[src/verilog/output_divider_map.vh]
// register map, field positions, reset value and field codes of the
// output divider configuration block; definitions only
`ifndef OUTPUT_DIVIDER_MAP_VH
`define OUTPUT_DIVIDER_MAP_VH

// register offsets on the output page
`define OUT2_DIVIDER_HIGH 8'h20
`define OUT2_DIVIDER_MID 8'h21
`define OUT2_DIVIDER_LOW 8'h22
`define OUT2_PHASE_STRENGTH 8'h23
`define OUT2_OUTPUT_DELAY 8'h24
`define OUT2_DRIVER_SETUP 8'h25
`define OUT3_DIVIDER_HIGH 8'h28
`define OUT3_DIVIDER_MID 8'h29
`define OUT3_DIVIDER_LOW 8'h2a
`define OUT3_PHASE_STRENGTH 8'h2b
`define OUT3_OUTPUT_DELAY 8'h2c
`define OUT3_DRIVER_SETUP 8'h2d

// register slot inside one channel's group of eight offsets
`define SLOT_DIVIDER_HIGH 3'h0
`define SLOT_DIVIDER_MID 3'h1
`define SLOT_DIVIDER_LOW 3'h2
`define SLOT_PHASE_STRENGTH 3'h3
`define SLOT_OUTPUT_DELAY 3'h4
`define SLOT_DRIVER_SETUP 3'h5
`define SLOTS_PER_CHANNEL 6

// field positions
`define DIV_HIGH_MSB 3
`define DIV_HIGH_LSB 0
`define PHASE_SEL_MSB 7
`define PHASE_SEL_LSB 6
`define STRENGTH_MSB 2
`define STRENGTH_LSB 0
`define COARSE_DELAY_MSB 5
`define COARSE_DELAY_LSB 0
`define FINE_DELAY_MSB 7
`define FINE_DELAY_LSB 6
`define SUPPLY_MSB 4
`define SUPPLY_LSB 3
`define DRIVER_MSB 2
`define DRIVER_LSB 0

// reset value of every configuration byte
`define CFG_RESET 8'h00

// phase select codes
`define PHASE_TRUE_INV 2'h0
`define PHASE_TRUE_TRUE 2'h1

// supply level codes
`define SUPPLY_1V8 2'h0
`define SUPPLY_2V5 2'h1
`define SUPPLY_3V3 2'h2

// driver standard codes
`define DRV_LVDS 3'h0
`define DRV_LVPECL_CM 3'h1
`define DRV_CML 3'h2
`define DRV_HCSL 3'h3
`define DRV_LVDS_BOOST 3'h4
`define DRV_LVPECL_NOCM 3'h5

// fine delay step, picoseconds
`define FINE_STEP_PS 7'd30

`endif

[src/verilog/config_bank.v]
// bank of configuration bytes, held in flip-flops and addressed by index
// assumes one clock, asynchronous active-low reset, one write port
`timescale 1ns/1ps
`default_nettype none
`include "output_divider_map.vh"

module config_bank
#(
    parameter ENTRIES = 12
)
(
    // clock and reset
    input wire mclk_i,
    input wire reset_n_i,
    // byte write
    input wire wr_en_i,
    input wire [3:0] wr_idx_i,
    input wire [7:0] wr_data_i,
    // whole-bank load
    input wire load_en_i,
    input wire [8*ENTRIES-1:0] load_data_i,
    // contents
    output wire [8*ENTRIES-1:0] data_o
);

    genvar i;
    generate
        for (i = 0; i < ENTRIES; i = i + 1)
        begin : entry
            reg [7:0] byte_reg;
            always @(posedge mclk_i or negedge reset_n_i)
            begin
                if (!reset_n_i)
                    byte_reg <= `CFG_RESET;
                // a byte write in the same cycle as a bulk load wins for its byte
                else if (wr_en_i && (wr_idx_i == i))
                    byte_reg <= wr_data_i;
                else if (load_en_i)
                    byte_reg <= load_data_i[8*i+7:8*i];
            end
            assign data_o[8*i+7:8*i] = byte_reg;
        end
    endgenerate

endmodule

`default_nettype wire

[src/verilog/output_divider_config.v]
// configuration registers and clock datapath of output channels 2 and 3
// assumes register strobes and the clock are synchronous to mclk_i, which
// stands in for the channel's vco-derived clock
//
// How it works
// divider value is high nibble, mid byte, low byte of three registers.
// phase select 00 true/inverted, 01 true on both, 1x inverted on both.
// software should program single-ended strength to seven.
// delay bits 5:0 delay the output by 0 to 63 whole clock periods.
// delay bits 7:6 add code times 30 ps fine delay.
// supply field 00 is 1.8 V, 01 is 2.5 V, 10 is 3.3 V.
// driver field selects LVDS, LVPECL, CML, HCSL, boosted LVDS, LVPECL2.
// every output-page register has a non-volatile shadow copy with same layout; here the shadow bank is flip-flops cleared by reset.
// fields reset to zero, read back as written; spare bits do nothing.
`timescale 1ns/1ps
`default_nettype none
`include "output_divider_map.vh"

module output_divider_config
#(
    parameter CHANNELS = 2,
    parameter DIV_WIDTH = 20,
    parameter MAX_COARSE = 63
)
(
    // clock and reset
    input wire mclk_i,
    input wire reset_n_i,
    // register access
    input wire [7:0] reg_addr_i,
    input wire reg_wr_i,
    input wire reg_rd_i,
    input wire [7:0] reg_wdata_i,
    input wire reg_shadow_i,
    output wire [7:0] reg_rdata_o,
    // shadow copy control
    input wire shadow_save_i,
    input wire shadow_load_i,
    // output 2 pads and driver settings
    output wire out2_pos_pad_o,
    output wire out2_neg_pad_o,
    output wire [2:0] out2_strength_o,
    output wire [6:0] out2_fine_delay_ps_o,
    output wire [1:0] out2_supply_level_select_o,
    output wire out2_supply_valid_o,
    output wire [2:0] out2_driver_standard_o,
    output wire out2_driver_valid_o,
    // output 3 pads and driver settings
    output wire out3_pos_pad_o,
    output wire out3_neg_pad_o,
    output wire [2:0] out3_strength_o,
    output wire [6:0] out3_fine_delay_ps_o,
    output wire [1:0] out3_supply_level_select_o,
    output wire out3_supply_valid_o,
    output wire [2:0] out3_driver_standard_o,
    output wire out3_driver_valid_o
);

    localparam ENTRIES = CHANNELS * `SLOTS_PER_CHANNEL;

    wire [8*ENTRIES-1:0] live_bytes;
    wire [8*ENTRIES-1:0] shadow_bytes;
    reg [3:0] idx;
    reg hit;
    reg [7:0] rdata_reg;
    reg [7:0] rdata_next;

    // address decode: channel 2 at 20h-25h, channel 3 at 28h-2dh
    // a plain list of offsets keeps the holes at 26h-27h and 2eh-2fh unmapped
    always @*
    begin
        idx = 4'h0;
        hit = 1'b1;
        case (reg_addr_i)
            `OUT2_DIVIDER_HIGH: idx = 4'h0;
            `OUT2_DIVIDER_MID: idx = 4'h1;
            `OUT2_DIVIDER_LOW: idx = 4'h2;
            `OUT2_PHASE_STRENGTH: idx = 4'h3;
            `OUT2_OUTPUT_DELAY: idx = 4'h4;
            `OUT2_DRIVER_SETUP: idx = 4'h5;
            `OUT3_DIVIDER_HIGH: idx = 4'h6;
            `OUT3_DIVIDER_MID: idx = 4'h7;
            `OUT3_DIVIDER_LOW: idx = 4'h8;
            `OUT3_PHASE_STRENGTH: idx = 4'h9;
            `OUT3_OUTPUT_DELAY: idx = 4'ha;
            `OUT3_DRIVER_SETUP: idx = 4'hb;
            default: hit = 1'b0;
        endcase
    end

    // live settings; a shadow load restores the whole page at once, except a byte written live in the same cycle
    config_bank #(
        .ENTRIES(ENTRIES)
    ) live_bank (
        .mclk_i(mclk_i),
        .reset_n_i(reset_n_i),
        .wr_en_i(reg_wr_i && hit && !reg_shadow_i),
        .wr_idx_i(idx),
        .wr_data_i(reg_wdata_i),
        .load_en_i(shadow_load_i),
        .load_data_i(shadow_bytes),
        .data_o(live_bytes)
    );

    // shadow copy with the same layout, in flip-flops cleared by reset_n_i like the live bank
    config_bank #(
        .ENTRIES(ENTRIES)
    ) nonvolatile_shadow (
        .mclk_i(mclk_i),
        .reset_n_i(reset_n_i),
        .wr_en_i(reg_wr_i && hit && reg_shadow_i),
        .wr_idx_i(idx),
        .wr_data_i(reg_wdata_i),
        .load_en_i(shadow_save_i),
        .load_data_i(live_bytes),
        .data_o(shadow_bytes)
    );

    // read data is registered; all eight bits read back, spares included
    // a read and a write in one cycle return the byte as it was before the write
    always @*
    begin
        rdata_next = rdata_reg;
        if (reg_rd_i)
        begin
            if (!hit)
                rdata_next = 8'h00;
            else if (reg_shadow_i)
                rdata_next = shadow_bytes[8*idx +: 8];
            else
                rdata_next = live_bytes[8*idx +: 8];
        end
    end

    always @(posedge mclk_i or negedge reset_n_i)
    begin
        if (!reset_n_i)
            rdata_reg <= 8'h00;
        else
            rdata_reg <= rdata_next;
    end

    assign reg_rdata_o = rdata_reg;

    // per-channel datapath
    wire [CHANNELS-1:0] pos_pad;
    wire [CHANNELS-1:0] neg_pad;
    wire [3*CHANNELS-1:0] strength;
    wire [7*CHANNELS-1:0] fine_ps;
    wire [2*CHANNELS-1:0] supply;
    wire [CHANNELS-1:0] supply_ok;
    wire [3*CHANNELS-1:0] driver;
    wire [CHANNELS-1:0] driver_ok;

    genvar c;
    generate
        for (c = 0; c < CHANNELS; c = c + 1)
        begin : chan
            wire [7:0] div_high =
                live_bytes[8*(`SLOTS_PER_CHANNEL*c+`SLOT_DIVIDER_HIGH) +: 8];
            wire [7:0] div_mid =
                live_bytes[8*(`SLOTS_PER_CHANNEL*c+`SLOT_DIVIDER_MID) +: 8];
            wire [7:0] div_low =
                live_bytes[8*(`SLOTS_PER_CHANNEL*c+`SLOT_DIVIDER_LOW) +: 8];
            wire [7:0] phase_strength =
                live_bytes[8*(`SLOTS_PER_CHANNEL*c+`SLOT_PHASE_STRENGTH) +: 8];
            wire [7:0] output_delay =
                live_bytes[8*(`SLOTS_PER_CHANNEL*c+`SLOT_OUTPUT_DELAY) +: 8];
            wire [7:0] driver_setup =
                live_bytes[8*(`SLOTS_PER_CHANNEL*c+`SLOT_DRIVER_SETUP) +: 8];

            // spare nibble of the high byte is not part of the value
            // the three bytes land on separate writes, so between them the
            // divider briefly runs at a mixed value
            wire [DIV_WIDTH-1:0] output_divider_value =
                {div_high[`DIV_HIGH_MSB:`DIV_HIGH_LSB], div_mid, div_low};
            wire [DIV_WIDTH-1:0] high_len =
                output_divider_value - (output_divider_value >> 1);
            wire [5:0] output_skew_setting =
                output_delay[`COARSE_DELAY_MSB:`COARSE_DELAY_LSB];
            wire [1:0] fine_code = output_delay[`FINE_DELAY_MSB:`FINE_DELAY_LSB];
            wire [1:0] phase_sel = phase_strength[`PHASE_SEL_MSB:`PHASE_SEL_LSB];

            reg [DIV_WIDTH-1:0] cnt_reg;
            reg div_clk_reg;
            reg [MAX_COARSE-1:0] hist_reg;
            reg pos_reg;
            reg neg_reg;
            reg [6:0] fine_reg;
            wire true_clock;
            wire inverted_clock;

            // divide by the 20-bit value; below two the output is parked low
            always @(posedge mclk_i or negedge reset_n_i)
            begin
                if (!reset_n_i)
                begin
                    cnt_reg <= {DIV_WIDTH{1'b0}};
                    div_clk_reg <= 1'b0;
                end
                else if (output_divider_value < 2)
                begin
                    cnt_reg <= {DIV_WIDTH{1'b0}};
                    div_clk_reg <= 1'b0;
                end
                else
                begin
                    // a smaller value written mid-period wraps at once
                    if (cnt_reg >= output_divider_value - 1'b1)
                        cnt_reg <= {DIV_WIDTH{1'b0}};
                    else
                        cnt_reg <= cnt_reg + 1'b1;
                    div_clk_reg <= (cnt_reg >= output_divider_value - 1'b1) ||
                        (cnt_reg + 1'b1 < high_len);
                end
            end

            // a full 63-stage history costs flip-flops but keeps every tap exact
            // coarse delay line: one tap per whole clock period
            always @(posedge mclk_i or negedge reset_n_i)
            begin
                if (!reset_n_i)
                    hist_reg <= {MAX_COARSE{1'b0}};
                else
                    hist_reg <= {hist_reg[MAX_COARSE-2:0], div_clk_reg};
            end

            assign true_clock = (output_skew_setting == 6'd0) ? div_clk_reg :
                hist_reg[output_skew_setting - 6'd1];
            assign inverted_clock = ~true_clock;

            // pad routing is registered so both pads leave on the same edge
            always @(posedge mclk_i or negedge reset_n_i)
            begin
                if (!reset_n_i)
                begin
                    pos_reg <= 1'b0;
                    neg_reg <= 1'b0;
                    fine_reg <= 7'd0;
                end
                else
                begin
                    case (phase_sel)
                        `PHASE_TRUE_INV:
                        begin
                            pos_reg <= true_clock;
                            neg_reg <= inverted_clock;
                        end
                        `PHASE_TRUE_TRUE:
                        begin
                            pos_reg <= true_clock;
                            neg_reg <= true_clock;
                        end
                        default:
                        begin
                            pos_reg <= inverted_clock;
                            neg_reg <= inverted_clock;
                        end
                    endcase
                    // the 30 ps steps are below the clock period, so they
                    // go out as a setting for the analog delay cell
                    fine_reg <= {5'd0, fine_code} * `FINE_STEP_PS;
                end
            end

            assign pos_pad[c] = pos_reg;
            assign neg_pad[c] = neg_reg;
            assign fine_ps[7*c +: 7] = fine_reg;
            // drive strength passes as written; seven is what software uses
            assign strength[3*c +: 3] =
                phase_strength[`STRENGTH_MSB:`STRENGTH_LSB];
            assign supply[2*c +: 2] = driver_setup[`SUPPLY_MSB:`SUPPLY_LSB];
            assign supply_ok[c] = (driver_setup[`SUPPLY_MSB:`SUPPLY_LSB] == `SUPPLY_1V8) ||
                (driver_setup[`SUPPLY_MSB:`SUPPLY_LSB] == `SUPPLY_2V5) ||
                (driver_setup[`SUPPLY_MSB:`SUPPLY_LSB] == `SUPPLY_3V3);
            assign driver[3*c +: 3] = driver_setup[`DRIVER_MSB:`DRIVER_LSB];
            // codes 110 and 111 name no standard
            assign driver_ok[c] =
                (driver_setup[`DRIVER_MSB:`DRIVER_LSB] <= `DRV_LVPECL_NOCM);
        end
    endgenerate

    assign out2_pos_pad_o = pos_pad[0];
    assign out2_neg_pad_o = neg_pad[0];
    assign out2_strength_o = strength[2:0];
    assign out2_fine_delay_ps_o = fine_ps[6:0];
    assign out2_supply_level_select_o = supply[1:0];
    assign out2_supply_valid_o = supply_ok[0];
    assign out2_driver_standard_o = driver[2:0];
    assign out2_driver_valid_o = driver_ok[0];

    assign out3_pos_pad_o = pos_pad[1];
    assign out3_neg_pad_o = neg_pad[1];
    assign out3_strength_o = strength[5:3];
    assign out3_fine_delay_ps_o = fine_ps[13:7];
    assign out3_supply_level_select_o = supply[3:2];
    assign out3_supply_valid_o = supply_ok[1];
    assign out3_driver_standard_o = driver[5:3];
    assign out3_driver_valid_o = driver_ok[1];

endmodule

`default_nettype wire

[config.mk]
export PLATFORM = sky130hd
export DESIGN_NAME = output_divider_config
export DESIGN_NICKNAME = d
export VERILOG_FILES = /design/src/verilog/config_bank.v /design/src/verilog/output_divider_config.v
export VERILOG_INCLUDE_DIRS = /design/src /design/src/verilog
export SDC_FILE = /design/constraint.sdc
export NUM_CORES = 1
export LEC_CHECK = 0
export BUFFER_PORTS_ARGS = -buffer_cell sky130_fd_sc_hd__buf_2
export CORE_MARGIN = 3
export CORE_UTILIZATION = 60
export DETAILED_ROUTE_END_ITERATION = 10
export PLACE_DENSITY_LB_ADDON = 0.05
export SETUP_SLACK_MARGIN = 0.5
export SLEW_MARGIN = 25
export SYNTH_ARGS = -nofsm -noshare
export SYNTH_HDL_FRONTEND = slang
export SYNTH_HIERARCHICAL = 1
export SYNTH_SLANG_ARGS = --single-unit
export TNS_END_PERCENT = 30
[constraint.sdc]
create_clock -name mclk_i -period 3.9 [get_ports mclk_i]
set_clock_uncertainty 0.1 [all_clocks]
set_input_delay 0.78 -clock mclk_i [delete_from_list [all_inputs] [get_ports mclk_i]]
set_output_delay 0.78 -clock mclk_i [all_outputs]
set_load 0.02 [all_outputs]
**Word level (Yosys, flattened, before mapping)**

Index checks and enable logic that the tools add are counted.

- Output and inout bits: 46
- Bits in registers: 384
- Input bits: 23
- Logic and storage cells: 226

- Multiplexer cells: 68
- Reduce and logical (&&, ||, !) cells: 68
- Multipliers: 2
- $add $sub $neg: 8
- Order comparisons: 10
- Equality and inequality tests: 29
- Shifts and indexed selects: 2
- Bitwise logic cells: 2

Operator list:

| kind | count |
|---|---|
| 8-bit 2-to-1 mux | 50 |
| 96-bit by 8-bit indexed part select with 8-bit output | 2 |
| 8-bit by 6-bit equality test with 1-bit output, second input constant | 12 |
| 20-bit 2-to-1 mux | 4 |
| 2-bit nonzero test | 24 |
| 4-bit case mux with 11 select lines | 1 |
| 20-bit by 1-bit adder with 20-bit output, second input constant | 2 |
| 20-bit greater-or-equal comparator | 2 |
| 20-bit by 2-bit less-than comparator with 1-bit output, second input constant | 2 |
| 20-bit less-than comparator | 2 |
| 20-bit by 1-bit subtractor with 20-bit output, second input constant | 2 |
| 20-bit by 19-bit subtractor with 20-bit output | 2 |
| 1-bit logical AND | 27 |
| 4-bit by 3-bit equality test with 1-bit output, second input constant | 4 |
| 4-bit equality test, second input constant | 4 |
| 6-bit by 7-bit less-than comparator with 1-bit output, second input constant | 2 |
| 1-bit binary-select mux with 6-bit select | 2 |
| 6-bit logical NOT | 2 |
| 2-bit by 4-bit multiplier with 6-bit output, second input constant | 2 |
| 12-bit OR reduction | 1 |
| 6-bit by 1-bit subtractor with 6-bit output, second input constant | 2 |
| 1-bit 2-to-1 mux | 11 |
| 2-bit by 1-bit equality test with 1-bit output, second input constant | 4 |
| 4-bit by 2-bit equality test with 1-bit output, second input constant | 2 |
| 9 further kinds | 21 |

**Longest topological paths before layout**

- Depth after elaboration: 7
- Mapped depth: 19
- Mapped depth without buffers: 19

**Hierarchy**

Netlist, hierarchy kept.

Modules (own cells, without submodules):

| module | seq. area each (um^2) | area each (um^2) | cells each | times used |
|---|---|---|---|---|
| output_divider_config | 4,754.6 | 13,949.6 | 1,305 | 1 |
| config_bank | 2,402.3 | 4,865.9 | 331 | 2 |

**Least setup slack after synthesis**

Ideal clock, no wire load.

- Path type: register to register
- Start point: reg live_bank.entry[7].byte_reg[1]
- End point: reg chan[1].div_clk_reg
- Clock period less this slack: 3.454 ns
- Stages on the path, launching flop included: 16
- Buffers on the path: 0
- Library setup time: 0.069 ns
- Arrival time: 3.285 ns
- Setup slack: 0.446 ns
- Data required time: 3.731 ns
- Path through: dfrtp_1 -> inv_1 -> ha_1 -> or3_1 -> or3_1 -> nor2_1 -> a22oi_1 -> a21oi_1 -> nor4bb_1 -> a211o_1 -> ha_1 -> a21o_1 -> a21o_1 -> a21oi_1 -> nand4_1 -> nand3_1

- Cells in the longest elaborated chain, start to end: 4
- Elaborated cells on any way between the ends: 7
- Classes of those cells: 2 x add/sub; 3 x order compare; 1 x mux; 1 x reduce/logical

RTL lines:

| item | line | RTL |
|---|---|---|
| start, declared | config_bank.v:30 | `reg [7:0] byte_reg;` |
| start signal, assigned | config_bank.v:34 | `` byte_reg <= `CFG_RESET; `` |
| start signal, assigned | config_bank.v:37 | `byte_reg <= wr_data_i;` |
| start signal, assigned | config_bank.v:39 | `byte_reg <= load_data_i[8*i+7:8*i];` |
| 20-bit by 1-bit subtractor with 20-bit output or 20-bit by 19-bit subtractor with 20-bit output (tied branches) | output_divider_config.v:213, output_divider_config.v:178 |  |
| 20-bit greater-or-equal comparator or 20-bit less-than comparator (tied branches) | output_divider_config.v:213, output_divider_config.v:214 |  |
| 1-bit logical OR | output_divider_config.v:213 | `div_clk_reg <= (cnt_reg >= output_divider_value - 1'b1) \|\|` |
| 1-bit 2-to-1 mux * | output_divider_config.v:201 | `else if (output_divider_value < 2)` |
| end signal, assigned | output_divider_config.v:213 |  |
| end, declared | output_divider_config.v:185 | `reg div_clk_reg;` |

Every way passes the cells marked *; elsewhere a longest branch is shown, timed or not.
A chain may end at the register's enable or synchronous reset.

**Worst setup path in the final report**

- Start point: reg live_bank.entry[8].byte_reg[1]
- End point: reg chan[1].cnt_reg[11]

- Cells in the longest elaborated chain, start to end: 4
- Elaborated cells on any way between the ends: 5
- Classes of those cells: 1 x add/sub; 2 x order compare; 2 x mux

RTL lines:

| item | line | RTL |
|---|---|---|
| start, declared | config_bank.v:30 |  |
| start signal, assigned | config_bank.v:34 |  |
| start signal, assigned | config_bank.v:37 |  |
| start signal, assigned | config_bank.v:39 |  |
| 20-bit by 1-bit subtractor with 20-bit output | output_divider_config.v:209 | `if (cnt_reg >= output_divider_value - 1'b1)` |
| 20-bit greater-or-equal comparator | output_divider_config.v:209 |  |
| 20-bit 2-to-1 mux | output_divider_config.v:209 |  |
| 20-bit 2-to-1 mux * | output_divider_config.v:201 |  |
| end signal, assigned | output_divider_config.v:203 | `cnt_reg <= {DIV_WIDTH{1'b0}};` |
| end signal, assigned | output_divider_config.v:210 | `cnt_reg <= {DIV_WIDTH{1'b0}};` |
| end signal, assigned | output_divider_config.v:212 | `cnt_reg <= cnt_reg + 1'b1;` |
| end, declared | output_divider_config.v:184 | `reg [DIV_WIDTH-1:0] cnt_reg;` |

Marks and branches as above.

==> implementation parameters <==
Parameter                              Value

Run status
  Result of the run ... complete, no violations

Cells and area
  Layout overhead on the synthesized area ... 14.4%
  Non-filler cells, final ... 2634
  Post-route cell area ... 27100 µm²
  Fraction of layout cells with a size suffix above 1 ... 0.363
  Largest register FFs ... 126
  Antenna diode instance count ... 0
  Final core utilization ... 0.698
  Final net count ... 2284

CTS
  Clock sink count ... 382
  Clock tree root driver cell ... sky130_fd_sc_hd__clkbuf_16
  Clock Pin Slew Worst Setup and Hold Paths ... 0.06 ns
  Clock insertion delay at the later pin of the skew report ... 0.57 ns
  TritonCTS buffer count ... 41
  Number of buffers on the longest clock path ... 3
  CTS tree ... built
  Maximum level of the CTS H-tree ... 2

Floorplanning
  Initial core utilization ... 0.610
  Row count ... 72
  Core region area ... 38800 µm²
  I/O Pins ... 69
  Overall die width ... 205 µm
  DIE AREA ... 41900 µm²
  Vert. Die Dim ... 205 µm

Pwr
  Internal Pwr Total ... 7900 µW
  Power Density ... 413 nW/µm²
  Clock group share of total power ... 0.364
  Sw frac ... 0.293
  Leakage power figure ... 0.0132 µW
  Power share of the sequential group ... 0.406
  Worst vdd ir ... 0.414 mV
  Gate power share ... 0.230
  Sw power ... 3280 µW

Synthesis
  Cells taking the most area after synthesis ... sky130_fd_sc_hd__dfrtp_1 40%, sky130_fd_sc_hd__mux2_2 15%, sky130_fd_sc_hd__ha_1 9.3%
  Top cells by instance count after synthesis ... 382 x sky130_fd_sc_hd__dfrtp_1, 310 x sky130_fd_sc_hd__mux2_2, 176 x sky130_fd_sc_hd__ha_1, 102 x sky130_fd_sc_hd__inv_1, 97 x sky130_fd_sc_hd__nand2_1
  Simple-gate area share of the yosys netlist ... 0.0900
  Average footprint of a synthesized cell ... 12.0 µm²
  Multiplexer fraction of the synthesized cell area ... 0.270
  Parity-gate share of the synthesized area counting xor and xnor cells ... 0.0422
  Yosys cell types ... 71
  Synth top area share ... 0.404
  Cell accounting for the most synthesized area ... sky130_fd_sc_hd__dfrtp_1
  Gate Count Post-Synth ... 1967
  FFs w/ async S/R, synth ... 1.00
  Synthesized-area fraction occupied by adder cells ... 0.0947
  Number of enable flip-flop cells after synthesis ... 0
  Most repeated cell in the gate-level netlist after synthesis ... sky130_fd_sc_hd__dfrtp_1
  Largest family of logic cells by synthesized area ... multiplexers
  Share of the synthesized area in compound gates (AO/OA/AOI/OAI) ... 0.0625
  Yosys warns ... 6
  Sequential cell area fraction in the yosys report ... 0.404
  Number of flip-flops and latches in the synthesized netlist ... 382
  Syn Std Cell Area ... 23700 µm²
  Leading register cell type out of synthesis ... sky130_fd_sc_hd__dfrtp_1

Timing
  Final TNS setup ... 0 ns
  Unrepaired setup endpoints after global routing ... true
  Final Cycle Share ... 0.896
  Highest clock frequency the design can meet ... 286 MHz
  Final hold vios ... 0
  Min cycle time layout ... 3.50 ns
  Number of setup violations in the final report ... 0
  Worst Hold Slack ... 0.109 ns
  Transition at the pin with the smallest max-transition slack ... 0.761 ns
  Final slew viol count ... 0
  Slew HR ... 0.489

Placement
  Final Wtd Congestion ... 0.885
  Port-buffer cells ... 66
  Total instance count after detailed placement ... 2514
  Sum of net half-perimeters after detailed placement ... 39.5 mm
  Area after DPL ... 24700 µm²

Routing
  Count of unresolved DRC violations after routing ... 0
  Antenna violation net count after detailed routing ... 0
  WL final ... 57.2 mm
  DR pass1 iterations ... 4
  Vias after detailed routing ... 15900
  Average wire per cell in the routed design ... 21.7 µm
  DRC violation total after the first TritonRoute iteration ... 937
  Vias/cell ... 6.02

Worst setup path
  Arrival @ worst endpoint ... 3.89 ns
  Kind of start point of the critical path ... flop
  Required time at the endpoint of the critical path ... 4.29 ns
  Critical setup path kind ... flop to flop
  Maximum fanout encountered on the critical timing path ... 5
  Critical Path Sink Type ... flop

Global route
  Pin count of the biggest net entering global routing ... 80
  Global-route congestion overflow total ... 0
  Total track usage ... 0.272
  First-pass GRT wire length ... 89.5 mm
  Antenna violations before repair ... 1
  Via count of the first global-routing pass ... 16100

Hold path
  Type of the tightest min-delay check ... input pin to asynchronous set/reset pin

Job
  Max-cap check violation count ... 0
## cell families (layout without fill, tap and decap cells)
| kind of cell | count (synthesis) | count (layout) |
|---|---|---|
| buffers and inverters | 191 | 339 |
| adder cells (fa/ha/maj) | 178 | 178 |
| multiplexers | 485 | 485 |
| flip-flops | 382 | 382 |
| XOR/XNOR | 114 | 114 |
| other | 1 | 2 |
| AND/OR/NAND/NOR | 395 | 395 |
| AO/OA/AOI/OAI | 221 | 221 |
## placed cells by master (no fill, tap or decap), drive strengths merged, types with 60 or more instances in the layout
master and n:
buf 158, mux4 78, mux2 386, ha 176
dfrtp 382, inv 104, nor2 64, nand2 98
xnor2 95, a21oi 60
## worst max-delay path: stages (launching register included)
cell and delay (ns):
sky130_fd_sc_hd__dfrtp_1 0.38, sky130_fd_sc_hd__inv_2 0.07, sky130_fd_sc_hd__ha_4 0.15, sky130_fd_sc_hd__a21boi_1 0.12
sky130_fd_sc_hd__buf_4 0.13, sky130_fd_sc_hd__o211ai_1 0.22, sky130_fd_sc_hd__nand2_1 0.14, sky130_fd_sc_hd__and3_4 0.23
sky130_fd_sc_hd__nand2_4 0.08, sky130_fd_sc_hd__xnor2_4 0.13, sky130_fd_sc_hd__ha_4 0.23, sky130_fd_sc_hd__a21o_1 0.17
sky130_fd_sc_hd__a21o_1 0.16, sky130_fd_sc_hd__a21oi_2 0.14, sky130_fd_sc_hd__nand2_1 0.08, sky130_fd_sc_hd__a211oi_2 0.22
sky130_fd_sc_hd__o211ai_1 0.10, sky130_fd_sc_hd__buf_4 0.17, sky130_fd_sc_hd__bufbuf_16 0.27, sky130_fd_sc_hd__nor2b_1 0.13
## timing repair
item	in CTS	in global routing
pin swaps	19	55
cloned	2	3
buffers inserted	24	15
hold buffers	0	0
resized for setup	67	82
endpoints found under the setup margin	42	42
## path summary, 6_finish.rpt
path / start / slack, ns / to / cells past startpoint
max: live_bank/entry[8].byte_reg[1] / 0.40 / chan[1].cnt_reg[11] / 19
min: reset_n_i / 0.11 / chan[0].hist_reg[39] / 1
max reg2reg: live_bank/entry[8].byte_reg[1] / 0.40 / chan[1].cnt_reg[11] / 19
min reg2reg: chan[0].hist_reg[35] / 0.27 / chan[0].hist_reg[36] / 0
max in group asynchronous: reset_n_i / 2.70 / chan[1].hist_reg[10] / 2
min in group mclk_i: chan[0].hist_reg[35] / 0.27 / chan[0].hist_reg[36] / 0
## power by group through the flow
stage | Sequential [µW] | Combinational (µW) | Clock [µW]
floorplan | 4530 | 1610 | 0
global placement | 4580 | 2180 | 0
detailed placement | 4610 | 2230 | 0
CTS | 4540 | 2370 | 4160
global route | 4590 | 2830 | 4330
finish | 4540 | 2570 | 4070
## area by class of cell
| class | instances | area (µm²) |
|---|---|---|
| Fill cell | 2773 | 11700 |
| Inverter | 103 | 404 |
| Multi-Input combinational cell | 1395 | 13800 |
| Timing Repair Buffer | 160 | 1230 |
| Sequential cell | 382 | 9570 |
| Clock buffer | 56 | 1170 |
| Tap cell | 518 | 648 |
| Clock inverter | 20 | 260 |
## per-layer routing
metal,up-vias,track usage,part of all wire
met5,-,0,0.00023
met4,2,0.0774,0.025
met3,95,0.0445,0.047
met2,328,0.424,0.46
met1,8068,0.397,0.47
li1,7371,-,-
## stage by stage
| step | worst slack [ns] | total power, µW |
|---|---|---|
| 6_report | 0.405 | 11200 |
| 2_1_floorplan | 0.449 | 6140 |
| 3_3_place_gp | 0.254 | 6760 |
| 4_1_cts | 0.457 | 11100 |
| 3_5_place_dp | 0.172 | 6840 |
| 5_1_grt | 0.216 | 11700 |
(Power assumes the default switching activity.)
